**src/rx_filter_cfg.svh**
```systemverilog
// Function
// RL1: Raw capture stores one whole byte unchanged.
// RL2: Decimal conversion writes binary value after digits.
// RL3: Conversions discard bytes outside their symbol set.
// RL4: Accumulate until non-digit or digit count reached.
// RL5: Keep low 8 or 16 bits.
// RL6: Two-digit decimal variant stops after two digits.
// RL7: String collection stores bytes until count written.
// RL8: Optional end byte or length ends collection.
// RL9: End byte itself is never stored.
// RL10: Early end zero-fills remaining string locations.
// RL11: Literal wait matches up to six bytes, blocking.
// RL12: Exact byte match; differing input restarts search.
// RL13: Array match uses zero terminator or length.
// RL14: Action list items run strictly in order.
// RL15: Skip discards exactly the given byte count.
// RL16: Sender makes ones count even with parity.
// RL17: Receiver checks even parity over seven data bits.
// RL18: Parity error aborts list when target enabled.
// RL19: Without timeout, wait forever for list completion.
// RL20: Millisecond timeout aborts when no data arrives.
// RL21: Any received byte restarts the timeout.
// RL22: Parity and timeout report through separate flags.
// RL23: Setting 24972 means 2400 baud, 7E, inverted.
// RL24: Low 13 bits give bit period minus 20us.
// RL25: Bit 13 selects 8N or 7E framing.
// RL26: Bit 14 selects inverted line polarity.
// RL27: Start, LSB-first data, parity, stop; centre sampled.
`ifndef RX_FILTER_CFG_SVH
`define RX_FILTER_CFG_SVH

// Timing.
`define CLK_PERIOD_NS 100
`define MS_NS 1000000
`define US_NS 1000
`define PERIOD_OFS_US 20
`define CNT_W 17

// Register byte offsets.
`define REG_CTRL 12'h000
`define REG_LINE 12'h004
`define REG_TMO 12'h008
`define REG_STATUS 12'h00c
`define LIST_BASE 12'h100
`define DATA_BASE 12'h200

// Field positions.
`define CTRL_START 0
`define CTRL_PERR_EN 1
`define CTRL_TMO_EN 2
`define STAT_BUSY 0
`define STAT_DONE 1
`define STAT_PERR 2
`define STAT_TMO 3
`define STAT_BYTE_LO 8

// Reset values: 9600 baud, 8N, inverted.
`define LINE_RST 16'h4054
`define TMO_RST 16'h0000

// Number bases and symbols.
`define BASE_BIN 2'h0
`define BASE_DEC 2'h1
`define BASE_HEX 2'h2
`define CH_0 8'h30
`define CH_1 8'h31
`define CH_9 8'h39
`define CH_A 8'h41
`define CH_F 8'h46
`define CH_PLUS 8'h2b
`define CH_MINUS 8'h2d
`define HEX_A_VAL 4'ha
`define WAIT_MAX 8'h06
`define WAIT_STEP 2'h3
`define STALE_CYC 2'h2

`endif

```
**src/rx_filter_pkg.sv**
```systemverilog
package rx_filter_pkg;

	typedef struct packed {
		logic unused;
		logic invert;
		logic seven_even;
		logic [12:0] period;
	} line_set_s;

	typedef enum logic [3:0] {
		OP_END = 4'h0,
		OP_RAW = 4'h1,
		OP_NUM = 4'h2,
		OP_STR = 4'h3,
		OP_WAIT = 4'h4,
		OP_WAITSTR = 4'h5,
		OP_SKIP = 4'h6
	} action_op_e;

	// Option bit: signed for OP_NUM, end byte enabled for OP_STR.
	typedef struct packed {
		logic [7:0] arg_c;
		logic [7:0] arg_b;
		logic [7:0] arg_a;
		logic word_dest;
		logic opt;
		logic [1:0] base;
		action_op_e op;
	} action_s;

	typedef struct packed {
		logic psel;
		logic penable;
		logic pwrite;
		logic [11:0] paddr;
		logic [31:0] pwdata;
	} apb_req_s;

	typedef struct packed {
		logic valid;
		logic perr;
		logic [7:0] data;
	} rx_byte_s;

	typedef enum logic [2:0] {
		ST_IDLE = 3'b000,
		ST_FETCH = 3'b001,
		ST_LOAD = 3'b011,
		ST_RUN = 3'b010,
		ST_WRHI = 3'b110,
		ST_FILL = 3'b111,
		ST_DONE = 3'b100
	} eng_state_e;

	typedef enum logic [2:0] {
		RX_IDLE = 3'b000,
		RX_START = 3'b001,
		RX_DATA = 3'b011,
		RX_PAR = 3'b010,
		RX_STOP = 3'b110
	} rx_state_e;

	typedef enum logic [1:0] {
		RG_REG = 2'h0,
		RG_LIST = 2'h1,
		RG_DATA = 2'h2,
		RG_NONE = 2'h3
	} region_e;

endpackage : rx_filter_pkg

```
**src/rx_filter_mem.sv**
```systemverilog
`timescale 1ns/100ps
module rx_filter_mem #(
	parameter int W = 8,
	parameter int AW = 6
) (
	// Clock and reset.
	input wire logic clk_in,
	input wire logic rst_in,
	// Write port.
	input wire logic we_in,
	input wire logic [AW-1:0] waddr_in,
	input wire logic [W-1:0] wdata_in,
	// Registered read ports.
	input wire logic [AW-1:0] raddr_a_in,
	output logic [W-1:0] rdata_a_out,
	input wire logic [AW-1:0] raddr_b_in,
	output logic [W-1:0] rdata_b_out
);

	logic [W-1:0] mem_r [0:(1<<AW)-1];

	always_ff @(posedge clk_in) begin
		if (we_in) begin
			mem_r[waddr_in] <= wdata_in;
		end
	end

	always_ff @(posedge clk_in or posedge rst_in) begin
		if (rst_in) begin
			rdata_a_out <= '0;
			rdata_b_out <= '0;
		end else begin
			rdata_a_out <= mem_r[raddr_a_in];
			rdata_b_out <= mem_r[raddr_b_in];
		end
	end

endmodule : rx_filter_mem

```
**src/rx_filter.sv**
```systemverilog
// The APB interface to the registers and the address map were chosen for this implementation.
`timescale 1ns/100ps
`include "rx_filter_cfg.svh"
module rx_filter import rx_filter_pkg::*; #(
	parameter int CYC_PER_MS = `MS_NS / `CLK_PERIOD_NS,
	parameter int LIST_AW = 4,
	parameter int DATA_AW = 6
) (
	// Clock and reset.
	input wire logic clk_in,
	input wire logic rst_in,
	// APB slave.
	input wire apb_req_s apb_in,
	output logic [31:0] prdata_out,
	output logic pready_out,
	output logic pslverr_out,
	// Serial line.
	input wire logic rxd_in
);

	localparam int CYC_PER_US = `US_NS / `CLK_PERIOD_NS;

	line_set_s line_r;
	logic [15:0] tmo_r;
	logic perr_en_r, tmo_en_r;
	logic busy_r, done_r, perr_r, tmo_flag_r;
	logic [7:0] last_byte_r;

	function automatic region_e region_of(input logic [11:0] a);
		if (a[11:4] == 8'h00) begin
			return RG_REG;
		end else if ((a & ~12'((1 << (LIST_AW + 2)) - 1)) == `LIST_BASE) begin
			return RG_LIST;
		end else if ((a & ~12'((1 << (DATA_AW + 2)) - 1)) == `DATA_BASE) begin
			return RG_DATA;
		end
		return RG_NONE;
	endfunction : region_of

	function automatic logic [4:0] digit_of(input logic [7:0] b, input logic [1:0] base);
		logic [4:0] r;
		r = 5'h00;
		case (base)
			`BASE_BIN: if (b == `CH_0 || b == `CH_1) r = {1'b1, 4'(b - `CH_0)};
			`BASE_DEC: if (b >= `CH_0 && b <= `CH_9) r = {1'b1, 4'(b - `CH_0)};
			`BASE_HEX: begin
				if (b >= `CH_0 && b <= `CH_9) begin
					r = {1'b1, 4'(b - `CH_0)};
				end else if (b >= `CH_A && b <= `CH_F) begin
					r = {1'b1, 4'(4'(b - `CH_A) + `HEX_A_VAL)};
				end
			end
			default: r = 5'h00;
		endcase
		return r;
	endfunction : digit_of

	// APB decode; writes land only at the completing edge.
	region_e rgn;
	logic apb_fire, apb_wr, start_req;
	logic [31:0] rd_mux;
	logic rd_err;
	logic [31:0] act_rd_a, act_rd_b;
	logic [7:0] dm_rd_a, dm_rd_b;

	assign rgn = region_of(apb_in.paddr);
	assign apb_fire = apb_in.psel & apb_in.penable & pready_out;
	assign apb_wr = apb_fire & apb_in.pwrite;
	assign start_req = apb_wr && rgn == RG_REG && apb_in.paddr == `REG_CTRL &&
		apb_in.pwdata[`CTRL_START] && !busy_r;

	always_comb begin
		rd_mux = 32'h0;
		rd_err = 1'b0;
		case (rgn)
			RG_REG: begin
				case (apb_in.paddr)
					`REG_CTRL: begin
						rd_mux[`CTRL_PERR_EN] = perr_en_r;
						rd_mux[`CTRL_TMO_EN] = tmo_en_r;
					end
					`REG_LINE: rd_mux[15:0] = line_r;
					`REG_TMO: rd_mux[15:0] = tmo_r;
					`REG_STATUS: begin
						rd_mux[`STAT_BUSY] = busy_r;
						rd_mux[`STAT_DONE] = done_r;
						rd_mux[`STAT_PERR] = perr_r;
						rd_mux[`STAT_TMO] = tmo_flag_r;
						rd_mux[`STAT_BYTE_LO +: 8] = last_byte_r;
					end
					default: rd_err = 1'b1;
				endcase
			end
			RG_LIST: rd_mux = act_rd_b;
			RG_DATA: rd_mux[7:0] = dm_rd_b;
			default: rd_err = 1'b1;
		endcase
	end

	// Answer on the second access cycle so the memory read ports have settled.
	always_ff @(posedge clk_in or posedge rst_in) begin
		if (rst_in) begin
			pready_out <= 1'b0;
			pslverr_out <= 1'b0;
			prdata_out <= 32'h0;
		end else if (apb_in.psel && apb_in.penable && !pready_out) begin
			pready_out <= 1'b1;
			pslverr_out <= rd_err;
			// Read data stands until the next read answer, so a write leaves it alone.
			prdata_out <= apb_in.pwrite ? prdata_out : rd_mux;
		end else begin
			pready_out <= 1'b0;
			pslverr_out <= 1'b0;
		end
	end

	always_ff @(posedge clk_in or posedge rst_in) begin
		if (rst_in) begin
			line_r <= `LINE_RST;
			tmo_r <= `TMO_RST;
			perr_en_r <= 1'b0;
			tmo_en_r <= 1'b0;
		end else if (apb_wr && rgn == RG_REG && !busy_r) begin
			case (apb_in.paddr)
				`REG_CTRL: begin
					perr_en_r <= apb_in.pwdata[`CTRL_PERR_EN];
					tmo_en_r <= apb_in.pwdata[`CTRL_TMO_EN];
				end
				`REG_LINE: line_r <= apb_in.pwdata[15:0]; // RL23
				`REG_TMO: tmo_r <= apb_in.pwdata[15:0];
				default: ;
			endcase
		end
	end

	// Receiver. Period is the field plus a fixed offset, in microseconds.
	logic [`CNT_W-1:0] bit_cyc, rx_cnt_r;
	rx_state_e rx_st_r;
	logic [7:0] sh_r;
	logic [2:0] nbits_r;
	logic par_r, lvl;
	rx_byte_s rx_r;

	assign bit_cyc = `CNT_W'((`CNT_W'(line_r.period) + `CNT_W'(`PERIOD_OFS_US)) *
		`CNT_W'(CYC_PER_US)); // RL24
	assign lvl = rxd_in ^ line_r.invert; // RL26

	always_ff @(posedge clk_in or posedge rst_in) begin
		if (rst_in) begin
			rx_st_r <= RX_IDLE;
			rx_cnt_r <= '0;
			sh_r <= 8'h00;
			nbits_r <= 3'h0;
			par_r <= 1'b0;
			rx_r <= '0;
			last_byte_r <= 8'h00;
		end else begin
			rx_r.valid <= 1'b0;
			if (rx_st_r != RX_IDLE && rx_cnt_r != '0) begin
				rx_cnt_r <= rx_cnt_r - 1'b1;
			end else begin
				case (rx_st_r) // RL27
					RX_IDLE: if (!lvl) begin
						rx_cnt_r <= bit_cyc >> 1;
						rx_st_r <= RX_START;
					end
					RX_START: begin
						rx_cnt_r <= bit_cyc - 1'b1;
						nbits_r <= 3'h0;
						rx_st_r <= lvl ? RX_IDLE : RX_DATA;
					end
					RX_DATA: begin
						sh_r <= {lvl, sh_r[7:1]};
						nbits_r <= nbits_r + 1'b1;
						rx_cnt_r <= bit_cyc - 1'b1;
						if (nbits_r == {2'b11, ~line_r.seven_even}) begin // RL25
							rx_st_r <= line_r.seven_even ? RX_PAR : RX_STOP;
						end
					end
					RX_PAR: begin
						par_r <= lvl;
						rx_cnt_r <= bit_cyc - 1'b1;
						rx_st_r <= RX_STOP;
					end
					RX_STOP: begin
						rx_r.valid <= 1'b1;
						rx_r.data <= line_r.seven_even ? {1'b0, sh_r[7:1]} : sh_r;
						rx_r.perr <= line_r.seven_even & (^{sh_r[7:1], par_r}); // RL17
						last_byte_r <= line_r.seven_even ? {1'b0, sh_r[7:1]} : sh_r;
						rx_st_r <= RX_IDLE;
					end
					default: rx_st_r <= RX_IDLE;
				endcase
			end
		end
	end

	// No-data timeout in milliseconds.
	logic [23:0] pre_r;
	logic [15:0] ms_r;
	logic tmo_fire;

	assign tmo_fire = busy_r && tmo_en_r && ms_r == tmo_r; // RL20

	always_ff @(posedge clk_in or posedge rst_in) begin
		if (rst_in) begin
			pre_r <= 24'h0;
			ms_r <= 16'h0;
		end else if (!busy_r || !tmo_en_r || rx_r.valid) begin // RL21
			pre_r <= 24'h0;
			ms_r <= 16'h0;
		end else if (pre_r == 24'(CYC_PER_MS - 1)) begin
			pre_r <= 24'h0;
			ms_r <= ms_r + 16'h1;
		end else begin
			pre_r <= pre_r + 24'h1;
		end
	end

	// Action list sequencer.
	eng_state_e st_r;
	action_s instr_r;
	logic [LIST_AW-1:0] pc_r, adv_pc;
	logic [1:0] ofs_r, stale_r;
	logic [63:0] lit_r;
	logic [7:0] idx_r, cnt_r, hi_r, wait_len, lit_byte;
	logic [15:0] acc_r, acc_step, num_out, radix;
	logic started_r, neg_r, adv_wrap;
	eng_state_e adv_st;
	logic [4:0] dig;
	logic num_take, num_sign, num_done;
	logic eng_we_r;
	logic [DATA_AW-1:0] eng_waddr_r;
	logic [7:0] eng_wdata_r;

	always_comb begin
		{adv_wrap, adv_pc} = (LIST_AW + 1)'({1'b0, pc_r} +
			((instr_r.op == OP_WAIT) ? (LIST_AW + 1)'(`WAIT_STEP) : (LIST_AW + 1)'(1)));
		adv_st = adv_wrap ? ST_DONE : ST_FETCH; // RL14
		dig = digit_of(rx_r.data, instr_r.base); // RL3
		case (instr_r.base)
			`BASE_BIN: radix = 16'h0002;
			`BASE_DEC: radix = 16'h000a;
			default: radix = 16'h0010;
		endcase
		acc_step = 16'(acc_r * radix + 16'(dig[3:0])); // RL5
		num_take = rx_r.valid && dig[4];
		num_sign = rx_r.valid && !dig[4] && !started_r && instr_r.opt &&
			(rx_r.data == `CH_PLUS || rx_r.data == `CH_MINUS);
		num_done = (num_take && instr_r.arg_b != 8'h00 &&
			8'(cnt_r + 8'h1) == instr_r.arg_b) || // RL6
			(rx_r.valid && !dig[4] && !num_sign && started_r); // RL4
		num_out = neg_r ? 16'(16'h0 - (num_take ? acc_step : acc_r)) :
			(num_take ? acc_step : acc_r);
		wait_len = (instr_r.arg_b > `WAIT_MAX) ? `WAIT_MAX : instr_r.arg_b; // RL11
		lit_byte = lit_r[{idx_r[2:0], 3'b000} +: 8];
	end

	always_ff @(posedge clk_in or posedge rst_in) begin
		if (rst_in) begin
			st_r <= ST_IDLE;
			instr_r <= '0;
			pc_r <= '0;
			ofs_r <= 2'h0;
			lit_r <= 64'h0;
			idx_r <= 8'h00;
			cnt_r <= 8'h00;
			hi_r <= 8'h00;
			acc_r <= 16'h0;
			started_r <= 1'b0;
			neg_r <= 1'b0;
			stale_r <= 2'h0;
			eng_we_r <= 1'b0;
			eng_waddr_r <= '0;
			eng_wdata_r <= 8'h00;
			busy_r <= 1'b0;
			done_r <= 1'b0;
			perr_r <= 1'b0;
			tmo_flag_r <= 1'b0;
		end else begin
			eng_we_r <= 1'b0;
			if (stale_r != 2'h0) begin
				stale_r <= stale_r - 2'h1;
			end
			if (busy_r && rx_r.valid && rx_r.perr && perr_en_r) begin // RL18
				perr_r <= 1'b1; // RL22
				busy_r <= 1'b0;
				st_r <= ST_IDLE;
			end else if (tmo_fire) begin
				tmo_flag_r <= 1'b1; // RL22
				busy_r <= 1'b0;
				st_r <= ST_IDLE;
			end else begin
				case (st_r)
					ST_IDLE: if (start_req) begin
						{busy_r, done_r, perr_r, tmo_flag_r} <= 4'b1000;
						pc_r <= '0;
						ofs_r <= 2'h0;
						st_r <= ST_FETCH;
					end
					ST_FETCH: st_r <= ST_LOAD;
					ST_LOAD: begin
						ofs_r <= 2'h0;
						st_r <= ST_RUN;
						if (ofs_r == 2'h0) begin
							instr_r <= act_rd_a;
							{idx_r, cnt_r, acc_r, started_r, neg_r} <= '0;
							stale_r <= `STALE_CYC;
							if (act_rd_a[3:0] == OP_END) begin
								st_r <= ST_DONE;
							end else if (act_rd_a[3:0] == OP_WAIT) begin
								ofs_r <= 2'h1;
								st_r <= ST_FETCH;
							end
						end else if (ofs_r == 2'h1) begin
							lit_r[31:0] <= act_rd_a;
							ofs_r <= 2'h2;
							st_r <= ST_FETCH;
						end else begin
							lit_r[63:32] <= act_rd_a;
						end
					end
					// Only one step per received byte; the byte time far exceeds the
					// few cycles of fetch, so nothing is lost between actions.
					ST_RUN: case (instr_r.op)
						OP_RAW: if (rx_r.valid) begin // RL1
							eng_we_r <= 1'b1;
							eng_waddr_r <= DATA_AW'(instr_r.arg_a);
							eng_wdata_r <= rx_r.data;
							pc_r <= adv_pc;
							st_r <= adv_st;
						end
						OP_NUM: begin
							if (num_take) begin
								acc_r <= acc_step;
								cnt_r <= cnt_r + 8'h1;
								started_r <= 1'b1;
							end
							if (num_sign) begin
								started_r <= 1'b1;
								neg_r <= rx_r.data == `CH_MINUS;
							end
							if (num_done) begin // RL2
								eng_we_r <= 1'b1;
								eng_waddr_r <= DATA_AW'(instr_r.arg_a);
								eng_wdata_r <= num_out[7:0];
								hi_r <= num_out[15:8];
								if (instr_r.word_dest) begin
									st_r <= ST_WRHI;
								end else begin
									pc_r <= adv_pc;
									st_r <= adv_st;
								end
							end
						end
						OP_STR: if (instr_r.arg_b == 8'h00) begin
							pc_r <= adv_pc;
							st_r <= adv_st;
						end else if (rx_r.valid) begin
							if (instr_r.opt && rx_r.data == instr_r.arg_c) begin // RL8 RL9
								st_r <= ST_FILL;
							end else begin
								eng_we_r <= 1'b1; // RL7
								eng_waddr_r <= DATA_AW'(instr_r.arg_a + idx_r);
								eng_wdata_r <= rx_r.data;
								idx_r <= idx_r + 8'h1;
								if (8'(idx_r + 8'h1) == instr_r.arg_b) begin
									pc_r <= adv_pc;
									st_r <= adv_st;
								end
							end
						end
						OP_WAIT: if (wait_len == 8'h00) begin
							pc_r <= adv_pc;
							st_r <= adv_st;
						end else if (rx_r.valid) begin
							if (rx_r.data == lit_byte) begin // RL12
								idx_r <= idx_r + 8'h1;
								if (8'(idx_r + 8'h1) == wait_len) begin
									pc_r <= adv_pc;
									st_r <= adv_st;
								end
							end else begin
								idx_r <= (rx_r.data == lit_r[7:0]) ? 8'h01 : 8'h00;
							end
						end
						OP_WAITSTR: if (stale_r == 2'h0) begin // RL13
							if ((instr_r.arg_b == 8'h00 && dm_rd_a == 8'h00) ||
								(instr_r.arg_b != 8'h00 && idx_r == instr_r.arg_b)) begin
								pc_r <= adv_pc;
								st_r <= adv_st;
							end else if (rx_r.valid) begin
								idx_r <= (rx_r.data == dm_rd_a) ? 8'(idx_r + 8'h1) : 8'h00;
								stale_r <= `STALE_CYC;
							end
						end
						OP_SKIP: if (cnt_r == instr_r.arg_b) begin // RL15
							pc_r <= adv_pc;
							st_r <= adv_st;
						end else if (rx_r.valid) begin
							cnt_r <= cnt_r + 8'h1;
						end
						default: st_r <= ST_DONE;
					endcase
					ST_WRHI: begin
						eng_we_r <= 1'b1;
						eng_waddr_r <= DATA_AW'(instr_r.arg_a + 8'h1);
						eng_wdata_r <= hi_r;
						pc_r <= adv_pc;
						st_r <= adv_st;
					end
					ST_FILL: if (idx_r >= instr_r.arg_b) begin
						pc_r <= adv_pc;
						st_r <= adv_st;
					end else begin
						eng_we_r <= 1'b1; // RL10
						eng_waddr_r <= DATA_AW'(instr_r.arg_a + idx_r);
						eng_wdata_r <= 8'h00;
						idx_r <= idx_r + 8'h1;
					end
					ST_DONE: begin
						busy_r <= 1'b0;
						done_r <= 1'b1;
						st_r <= ST_IDLE;
					end
					default: st_r <= ST_IDLE;
				endcase
			end
			// With the timeout disabled only a finished list, a parity error abort or reset leaves busy.
			// RL19
		end
	end

	rx_filter_mem #(.W(32), .AW(LIST_AW)) list_mem (
		.clk_in(clk_in),
		.rst_in(rst_in),
		.we_in(apb_wr && rgn == RG_LIST && !busy_r),
		.waddr_in(apb_in.paddr[LIST_AW+1:2]),
		.wdata_in(apb_in.pwdata),
		.raddr_a_in(LIST_AW'(pc_r + LIST_AW'(ofs_r))),
		.rdata_a_out(act_rd_a),
		.raddr_b_in(apb_in.paddr[LIST_AW+1:2]),
		.rdata_b_out(act_rd_b)
	);

	// Software writes to the array are dropped while a list runs.
	rx_filter_mem #(.W(8), .AW(DATA_AW)) data_mem (
		.clk_in(clk_in),
		.rst_in(rst_in),
		.we_in(eng_we_r || (apb_wr && rgn == RG_DATA && !busy_r)),
		.waddr_in(eng_we_r ? eng_waddr_r : apb_in.paddr[DATA_AW+1:2]),
		.wdata_in(eng_we_r ? eng_wdata_r : apb_in.pwdata[7:0]),
		.raddr_a_in(DATA_AW'(instr_r.arg_a + idx_r)),
		.rdata_a_out(dm_rd_a),
		.raddr_b_in(apb_in.paddr[DATA_AW+1:2]),
		.rdata_b_out(dm_rd_b)
	);

endmodule : rx_filter

```
**config.mk**
```make
export PLATFORM = sky130hd
export DESIGN_NAME = rx_filter
export DESIGN_NICKNAME = d
export VERILOG_FILES = /design/src/rx_filter_pkg.sv /design/src/rx_filter_mem.sv /design/src/rx_filter.sv
export VERILOG_INCLUDE_DIRS = /design/src
export SDC_FILE = /design/constraint.sdc
export NUM_CORES = 2
export LEC_CHECK = 0
export ABC_AREA = 0
export BUFFER_PORTS_ARGS = -buffer_cell sky130_fd_sc_hd__buf_4
export CORE_MARGIN = 3
export CORE_UTILIZATION = 55
export CTS_CLUSTER_DIAMETER = 80
export DETAILED_ROUTE_END_ITERATION = 8
export GPL_TIMING_DRIVEN = 0
export PLACE_DENSITY_LB_ADDON = 0.12
export SLEW_MARGIN = 20
export SYNTH_ARGS = -nofsm -noshare
export SYNTH_HDL_FRONTEND = slang
export SYNTH_SLANG_ARGS = --single-unit
```
**constraint.sdc**
```tcl
create_clock -name clk_in -period 14.5 [get_ports clk_in]
set_input_delay 0.725 -clock clk_in [delete_from_list [all_inputs] [get_ports clk_in]]
set_output_delay 0.725 -clock clk_in [all_outputs]
set_load 0.01 [all_outputs]
```
[Yosys cells after proc, flatten, opt, wreduce, memory -nomap -nowiden]
Memories as Yosys holds them, arrays and structs flattened. A register that Yosys moved wholly into a read port is not among the register bits.
Cells that the tools add are included.
Word-level totals
  output and inout bits: 34
  bits in writable memories: 1024
  input bits: 50
  register bits: 316
  memories: 2
Cells by class
  bitwise gates (word level): 12
  $lt $le $gt $ge: 6
  add/sub/neg operators: 18
  reduce and logical (&&, ||, !) cells: 105
  shifts and indexed selects: 1
  muxes and demuxes: 176
  eq/ne operators: 92
  multiply operators: 2
Memories
  data_mem.mem_r: depth 64, width 8, rd ports 2, clocked after memory_dff 2, write ports 1, RTL line rx_filter_mem.sv:20  | logic [W-1:0] mem_r [0:(1<<AW)-1];
  list_mem.mem_r: depth 16, width 32, rd ports 2, clocked after memory_dff 2, write ports 1, RTL line rx_filter_mem.sv:20
Operators by type and width (number)
  8-bit two-way mux: 24
  8-bit one-hot mux with 3 select lines: 6
  16-bit two-way mux: 7
  8-bit equality test: 9
  3-bit two-way mux: 24
  4-bit two-way mux: 16
  64-bit by 7-bit indexed part select with 8-bit output: 1
  3-bit inequality test (second input constant): 18
  24-bit two-way mux: 2
  8-bit one-hot mux with 2 select lines: 3
  6-bit two-way mux: 7
  2-bit two-way mux: 19
  3-bit one-hot mux with 6 select lines: 2
  6-bit one-hot mux with 3 select lines: 2
  1-bit two-way mux: 35
  17-bit two-way mux: 2
  17-bit one-hot mux with 2 select lines: 1
  17-bit by 1-bit subtractor with 17-bit output (second input constant): 2
  8-bit by 6-bit equality test with 1-bit output (second input constant): 4
  8-bit zero test: 4
  4-bit inequality test (second input constant): 8
  16-bit one-hot mux with 2 select lines: 1
  1-bit logical AND: 31
  5-bit inequality test (second input constant): 5
  85 further kinds: 179

[Depth between registers and ports, before layout]
  depth in word-level cells: 19
  mapped depth: 23
  gate-level depth less buffers: 22

[By module]
A second synthesis with hierarchy kept.
Second synthesis, totals
  cells, all modules: 4614
  area, all modules: 69522.9 um^2
Modules (own cells, without submodules)
  rx_filter_mem (list_mem): times used 1, cells each 1142, area an instance 24511.0 um^2, seq. area each 16976.3 um^2
  rx_filter_mem (data_mem): times used 1, cells each 1295, area an instance 24482.2 um^2, seq. area each 15775.1 um^2
  rx_filter: times used 1, cells each 2177, area an instance 20529.7 um^2, seq. area each 7912.6 um^2

[Worst setup path after synthesis]
No wires, ideal clock.
  path kind: input-to-reg
  start: input port apb_in[35] (netlist bit)
  end: memory list_mem.mem_r[3][0] (enable)
  stages: 6
  path buffers: 4
  required time: 14039 ps
  data arrival time: 4390 ps
  library setup time: 461 ps
  slack: 9650 ps
  cell sequence: buf_1 -> clkbuf_1 -> clkbuf_1 -> buf_1 -> nand3_1 -> nor3_1
RTL lines
  from (decl): RTL line rx_filter.sv:13  | input wire apb_req_s apb_in,
  to (decl): RTL line rx_filter_mem.sv:20
Straight into the memory's write port.

[Worst setup path in the final report]
  start: register rx_r[0] (netlist bit)
  end: register hi_r[6]
Between the ends
  cells in the longest elaborated chain, start to end: 15
Ends and longest elaborated chain
  from (decl): RTL line rx_filter.sv:142  | rx_byte_s rx_r;
  branches (longest 15 deep; another with 16-bit by 4-bit adder with 16-bit output)
  to (signal assigned): RTL line rx_filter.sv:347  | hi_r <= num_out[15:8];
  to (decl): RTL line rx_filter.sv:226  | logic [7:0] idx_r, cnt_r, hi_r, wait_len, lit_byte;
Several ways; the timed one is not identified.
A chain may end at the register's enable or synchronous reset.

==> results list <==
* Clock tree from TritonCTS: done
- At the end of routability-driven placement, the weighted congestion stood at 0.952.
- The min-delay analysis places its worst path in the category in2reg.
- Max stage delay on crit path: 0.80 ns
- The synthesized design contains 1024 enable-type register cells.
* P&R area growth vs syn: 12.8%
* Via density: 6.80
- Among all stages on the critical path, the largest delay is contributed by sky130_fd_sc_hd__clkbuf_1.
- Detailed Route Iter0 Violations: 6097
- In this run the deepest clock path goes through 3 buffers.
- Synthesis inferred 1420 register bits.
- Averaged over all synthesized cells, the footprint is 16.4 sq um.
* Source of the critical timing path: rx_r[0]
- HPWL reported at the end of detailed placement: 144 mm
- Cell Rows: 129
- From bottom edge to top edge, the die measures 360 um.
* Delay-heaviest family, CP: adder cells
- The critical path is of the reg2reg type.
- Power spread over the standard cell area amounts to 113 mW/mm^2.
- Main synth FF type: sky130_fd_sc_hd__edfxtp_1
- After synthesis, the share of flip-flops with an asynchronous set or reset is 27.9%.
* Initial antenna violation count: 19
- Setup crit end kind: flip-flop
* Least-Margin Pin Slew: 1.14 ns
* Capturing point of the worst reg2reg path: hi_r[6]
- After layout, the minimum clock period comes to 6.37 ns.
* Number of nets in the finished design: 4654
* Final Routed Wirelength: 203 mm
* Switching share of power: 22.3%
* I/O pin count: 84
- Combinational logic burns 4.6% of the power.
- Dividing the detail-routed wire length by the instance count gives 32.4 um.
* Clk pin slew, worst setup/hold paths: 0.06 ns
* Leakage Power: 27.7 nW
- Remaining max-slew budget at the tightest pin: 24.2%
- Residual DRC count: 0
- The via count of the first global-routing pass came to 42230.
* Iteration count of the initial detailed-routing pass: 6
- Once the clock tree was built, the resizer swapped 0 gates to a different size.
- During synthesis, Yosys emitted a total of 0 warnings.
- The number of buffers and inverters on the critical path is 3.
- The run finished with clean final reports.
- Input/output buffers: 82
* Storage element area: 0.0407 sq mm
* Clock insertion delay at the later pin of the skew report: 0.82 ns
* Seq/Total Area, Yosys: 58.9%
* Multi-input combinational cell area: 0.0273 sq mm
- Placement Cell Area: 0.0729 sq mm
- After global routing the overflow that remains totals 0.
* Sequential Power Share: 50.5%
- Standard cell core area: 0.124 sq mm
- Sink Count: 1420
- Measured in cells, the most critical reg-to-reg path has a length of 23.
- Final hold violation count: 0
- Final count of pins violating max slew: 0
* Die area: 0.130 sq mm
- Worst-path maximum fanout: 9
- Fin area: 0.0780 sq mm
- The clock arrives with 0.0385 ns of skew.
- Cells after synthesis: 4205
- Crit-path cells: clkbuf_1 -> inv_1 -> ha_1 -> nand2b_1 -> o21ai_0 -> nor2_1 -> nand2_1 -> a2bb2oi_1 -> ha_1 -> ha_1 -> ha_1 -> ha_1 -> inv_1 -> fa_1 -> nor2b_1 -> o31a_1 -> o21a_1 -> o41ai_1 -> xnor2_1 -> mux2_2 -> nor4_1 -> nor4bb_1 -> nand3b_1
- Mapped cell area: 0.0691 sq mm
* Kind of launch point of the worst setup path: flip-flop
- The clock network burns 44.9% of the power.
- CTS HTree Levels: 4
- Global routing used 31.6% of the available tracks.
- Maximum frequency from static timing analysis: 157 MHz
* Number of different library cells in the post-synthesis netlist: 88
- Critical path depth in cells: 23
- The final route contains 42583 vias.
- In this design, the critical path's most frequently occurring cell is sky130_fd_sc_hd__ha_1.
- Entering global routing, the biggest net connects 95 pins.
- In this run the worst setup path terminates at hi_r[6].
- The floorplan step set the die width to 360 um.
- Starting Density: 55.6%
- Once detail routing completed, the nets flagged for antenna violations numbered 0.
- Root buffer selected by CTS: sky130_fd_sc_hd__clkbuf_16
- In this run the power spent charging and discharging nets is 1.96 mW.
- PnR Total Power: 8.78 mW
* Ratio of cells with drive above 1 in the final layout: 28.0%
* Inserted Clock Buffers: 151
- Global-route wire length before repair: 294 mm
- For the worst setup path, the data required time is 15.18 ns.
* Setup repair after global routing missed its margin: no
- Peak supply drop: 0.133 mV
- Setup slack of the worst register-to-register path: 8.13 ns
- Worst endpoint data arrival time: 7.05 ns
- Number of setup violations in the final report: 0
* Max_cap viols: 0
- Fraction of the cycle the final worst path needs: 43.9%
* Number of filler cells placed in the layout: 8958
- Cell-internal power: 6.82 mW
* Post-synthesis net count: 4365
- The worst register-to-register path begins at rx_r[0].
-- cell usage in the layout (no fill, tap or decap), types with 21 or more instances in the layout --
cell	instances
sky130_fd_sc_hd__edfxtp_1	1024
sky130_fd_sc_hd__a21o_1	31
sky130_fd_sc_hd__and3_1	28
sky130_fd_sc_hd__and2_1	34
sky130_fd_sc_hd__nor4_1	22
sky130_fd_sc_hd__clkbuf_1	185
sky130_fd_sc_hd__clkbuf_16	156
sky130_fd_sc_hd__dfrtp_1	392
sky130_fd_sc_hd__a22oi_1	31
sky130_fd_sc_hd__nand2_1	279
sky130_fd_sc_hd__nor2_1	238
sky130_fd_sc_hd__inv_1	92
sky130_fd_sc_hd__clkbuf_2	29
sky130_fd_sc_hd__mux2i_1	40
sky130_fd_sc_hd__buf_4	100
sky130_fd_sc_hd__nor3_1	41
sky130_fd_sc_hd__a21oi_1	77
sky130_fd_sc_hd__mux2_2	122
sky130_fd_sc_hd__mux4_2	672
sky130_fd_sc_hd__ha_1	94
sky130_fd_sc_hd__clkinv_2	33
sky130_fd_sc_hd__xor2_1	73
sky130_fd_sc_hd__o21ai_0	136
sky130_fd_sc_hd__buf_2	35
sky130_fd_sc_hd__nand3_1	56
sky130_fd_sc_hd__clkinv_1	21
sky130_fd_sc_hd__xnor2_1	117
sky130_fd_sc_hd__nand2b_1	24
-- worst reg2reg max path, stage by stage, from the launching register on --
cell and delay (ns):
sky130_fd_sc_hd__dfrtp_1 0.44, sky130_fd_sc_hd__clkbuf_1 0.80, sky130_fd_sc_hd__inv_1 0.35, sky130_fd_sc_hd__ha_1 0.33, sky130_fd_sc_hd__nand2b_1 0.07, sky130_fd_sc_hd__o21ai_0 0.12
sky130_fd_sc_hd__nor2_1 0.17, sky130_fd_sc_hd__nand2_1 0.12, sky130_fd_sc_hd__a2bb2oi_1 0.24, sky130_fd_sc_hd__ha_1 0.26, sky130_fd_sc_hd__ha_1 0.28, sky130_fd_sc_hd__ha_1 0.31
sky130_fd_sc_hd__ha_1 0.20, sky130_fd_sc_hd__inv_1 0.08, sky130_fd_sc_hd__fa_1 0.22, sky130_fd_sc_hd__nor2b_1 0.07, sky130_fd_sc_hd__o31a_1 0.29, sky130_fd_sc_hd__o21a_1 0.22
sky130_fd_sc_hd__o41ai_1 0.50, sky130_fd_sc_hd__xnor2_1 0.21, sky130_fd_sc_hd__mux2_2 0.31, sky130_fd_sc_hd__nor4_1 0.36, sky130_fd_sc_hd__nor4bb_1 0.11, sky130_fd_sc_hd__nand3b_1 0.17
-- power groups by stage --
stage	clock network (mW)	registers (mW)	logic, mW
after detailed placement	0	4.51	0.398
after global placement	0	4.51	0.382
after global routing	4.14	4.43	0.425
after floorplan	0	4.50	0.229
after CTS	3.97	4.43	0.400
final	3.94	4.43	0.404
-- cell families (layout without fill, tap and decap cells) --
kind of cell / Yosys count / after routing / share of synthesized area [%]
flip-flops: 1420 / 1420 / 58.9
AND/OR/NAND/NOR: 859 / 859 / 5.91
multiplexers: 840 / 840 / 24.6
AO/OA/AOI/OAI: 437 / 437 / 4.09
buffers and inverters: 344 / 759 / 1.95
XOR/XNOR: 195 / 195 / 2.47
adder cells (fa/ha/maj): 110 / 110 / 2.17
other: 0 / 6 / 0
-- timing repair --
| action | in CTS | in global routing |
|---|---|---|
| hold endpoints to repair | 20 | 0 |
| setup buffers | 0 | 0 |
| hold buffers | 1 | 0 |
-- layer usage --
| metal | up-vias | wire (um) | track usage [%] |
|---|---|---|---|
| li1 | 17440 | - | - |
| met5 | - | 141 | 0.726 |
| met3 | 424 | 23600 | 8.71 |
| met4 | 4 | 7460 | 11.2 |
| met2 | 2562 | 93200 | 47.9 |
| met1 | 22153 | 78400 | 44.6 |
-- per-stage QoR --
stage          setup slack (ns)  utilization [%]  cells  hold slack, ns  TNS, ns
2_1_floorplan              2.77                -   4205           0.425        0
3_3_place_gp              -2.35             57.7   5924           0.439  -900.47
3_5_place_dp               8.32             58.6   5977           0.455        0
4_1_cts                    8.27             62.7   6257           0.166        0
5_1_grt                    7.85             62.7   6262           0.214        0
6_report                   8.13             62.7   6263           0.211        0
-- synthesized netlist by cell type (6+ instances only) --
cell	number	area share [%]
sky130_fd_sc_hd__xnor2_1	122	1.5
sky130_fd_sc_hd__nand3_1	56	0.41
sky130_fd_sc_hd__a21oi_1	77	0.56
sky130_fd_sc_hd__ha_1	94	1.7
sky130_fd_sc_hd__mux2i_1	40	0.58
sky130_fd_sc_hd__clkbuf_1	178	0.97
sky130_fd_sc_hd__a22oi_1	31	0.34
sky130_fd_sc_hd__mux2_2	128	2.1
sky130_fd_sc_hd__a31oi_1	18	0.16
sky130_fd_sc_hd__a21o_1	31	0.34
sky130_fd_sc_hd__a211oi_1	8	0.087
sky130_fd_sc_hd__nand2_1	279	1.5
sky130_fd_sc_hd__nor4_1	22	0.20
sky130_fd_sc_hd__a222oi_1	6	0.087
sky130_fd_sc_hd__o21ai_0	137	0.99
sky130_fd_sc_hd__and2_1	34	0.31
sky130_fd_sc_hd__nor3_1	47	0.34
sky130_fd_sc_hd__nand2b_1	24	0.22
sky130_fd_sc_hd__fa_1	16	0.46
sky130_fd_sc_hd__or2_2	11	0.10
sky130_fd_sc_hd__nand3b_1	8	0.087
sky130_fd_sc_hd__or3_1	20	0.18
sky130_fd_sc_hd__o211ai_1	8	0.087
sky130_fd_sc_hd__and3_1	28	0.25
sky130_fd_sc_hd__nand4_1	16	0.14
sky130_fd_sc_hd__o22ai_1	14	0.13
sky130_fd_sc_hd__o31ai_1	13	0.14
sky130_fd_sc_hd__and4_1	8	0.10
sky130_fd_sc_hd__edfxtp_1	1024	45
sky130_fd_sc_hd__dfrtp_1	392	14
sky130_fd_sc_hd__buf_2	18	0.13
sky130_fd_sc_hd__a2111oi_0	6	0.076
sky130_fd_sc_hd__buf_1	47	0.26
sky130_fd_sc_hd__o21a_1	10	0.11
sky130_fd_sc_hd__xor2_1	73	0.93
sky130_fd_sc_hd__nor2b_1	15	0.14
sky130_fd_sc_hd__a22o_1	14	0.18
sky130_fd_sc_hd__mux4_2	672	22
sky130_fd_sc_hd__nor2_1	250	1.4
sky130_fd_sc_hd__nor4b_1	11	0.14
sky130_fd_sc_hd__or4_1	8	0.087
sky130_fd_sc_hd__inv_1	93	0.51
-- flip-flops by register name (all words and copies together) (netlist names), 10 cells and up --
signal and cells:
line_r 16, acc_r 16, list_mem.mem_r 512, pre_r 24, prdata_out 32, rx_cnt_r 17
list_mem.rdata_b_out 32, tmo_r 16, data_mem.mem_r 512, list_mem.rdata_a_out 32, ms_r 16, lit_r 64
rx_r 10, instr_r 30
-- cell type report --
| type | count | share of cell area, % |
|---|---|---|
| diodes | 6 | 0.0193 |
| repair buffers | 136 | 1.94 |
| multi-input cells | 2441 | 35.0 |
| flip-flops and latches | 1420 | 52.2 |
| clock buffers | 197 | 5.42 |
| plain buffers | 249 | 1.34 |
| clock inverters | 82 | 1.04 |
| well taps | 1637 | 2.63 |
| inverters | 95 | 0.467 |
-- how the worst min path moves through the flow --
stage,cells after the start,to,start
after floorplan,1,pre_r[0],pre_r[0]
after global placement,1,pre_r[0],pre_r[0]
after detailed placement,1,pre_r[0],pre_r[0]
after CTS,1,list_mem.mem_r[9][31],apb_in[31]
after global routing,1,list_mem.mem_r[12][18],apb_in[18]
final,1,list_mem.mem_r[9][31],apb_in[31]
No activity file was read; power rests on OpenSTA's default activity.
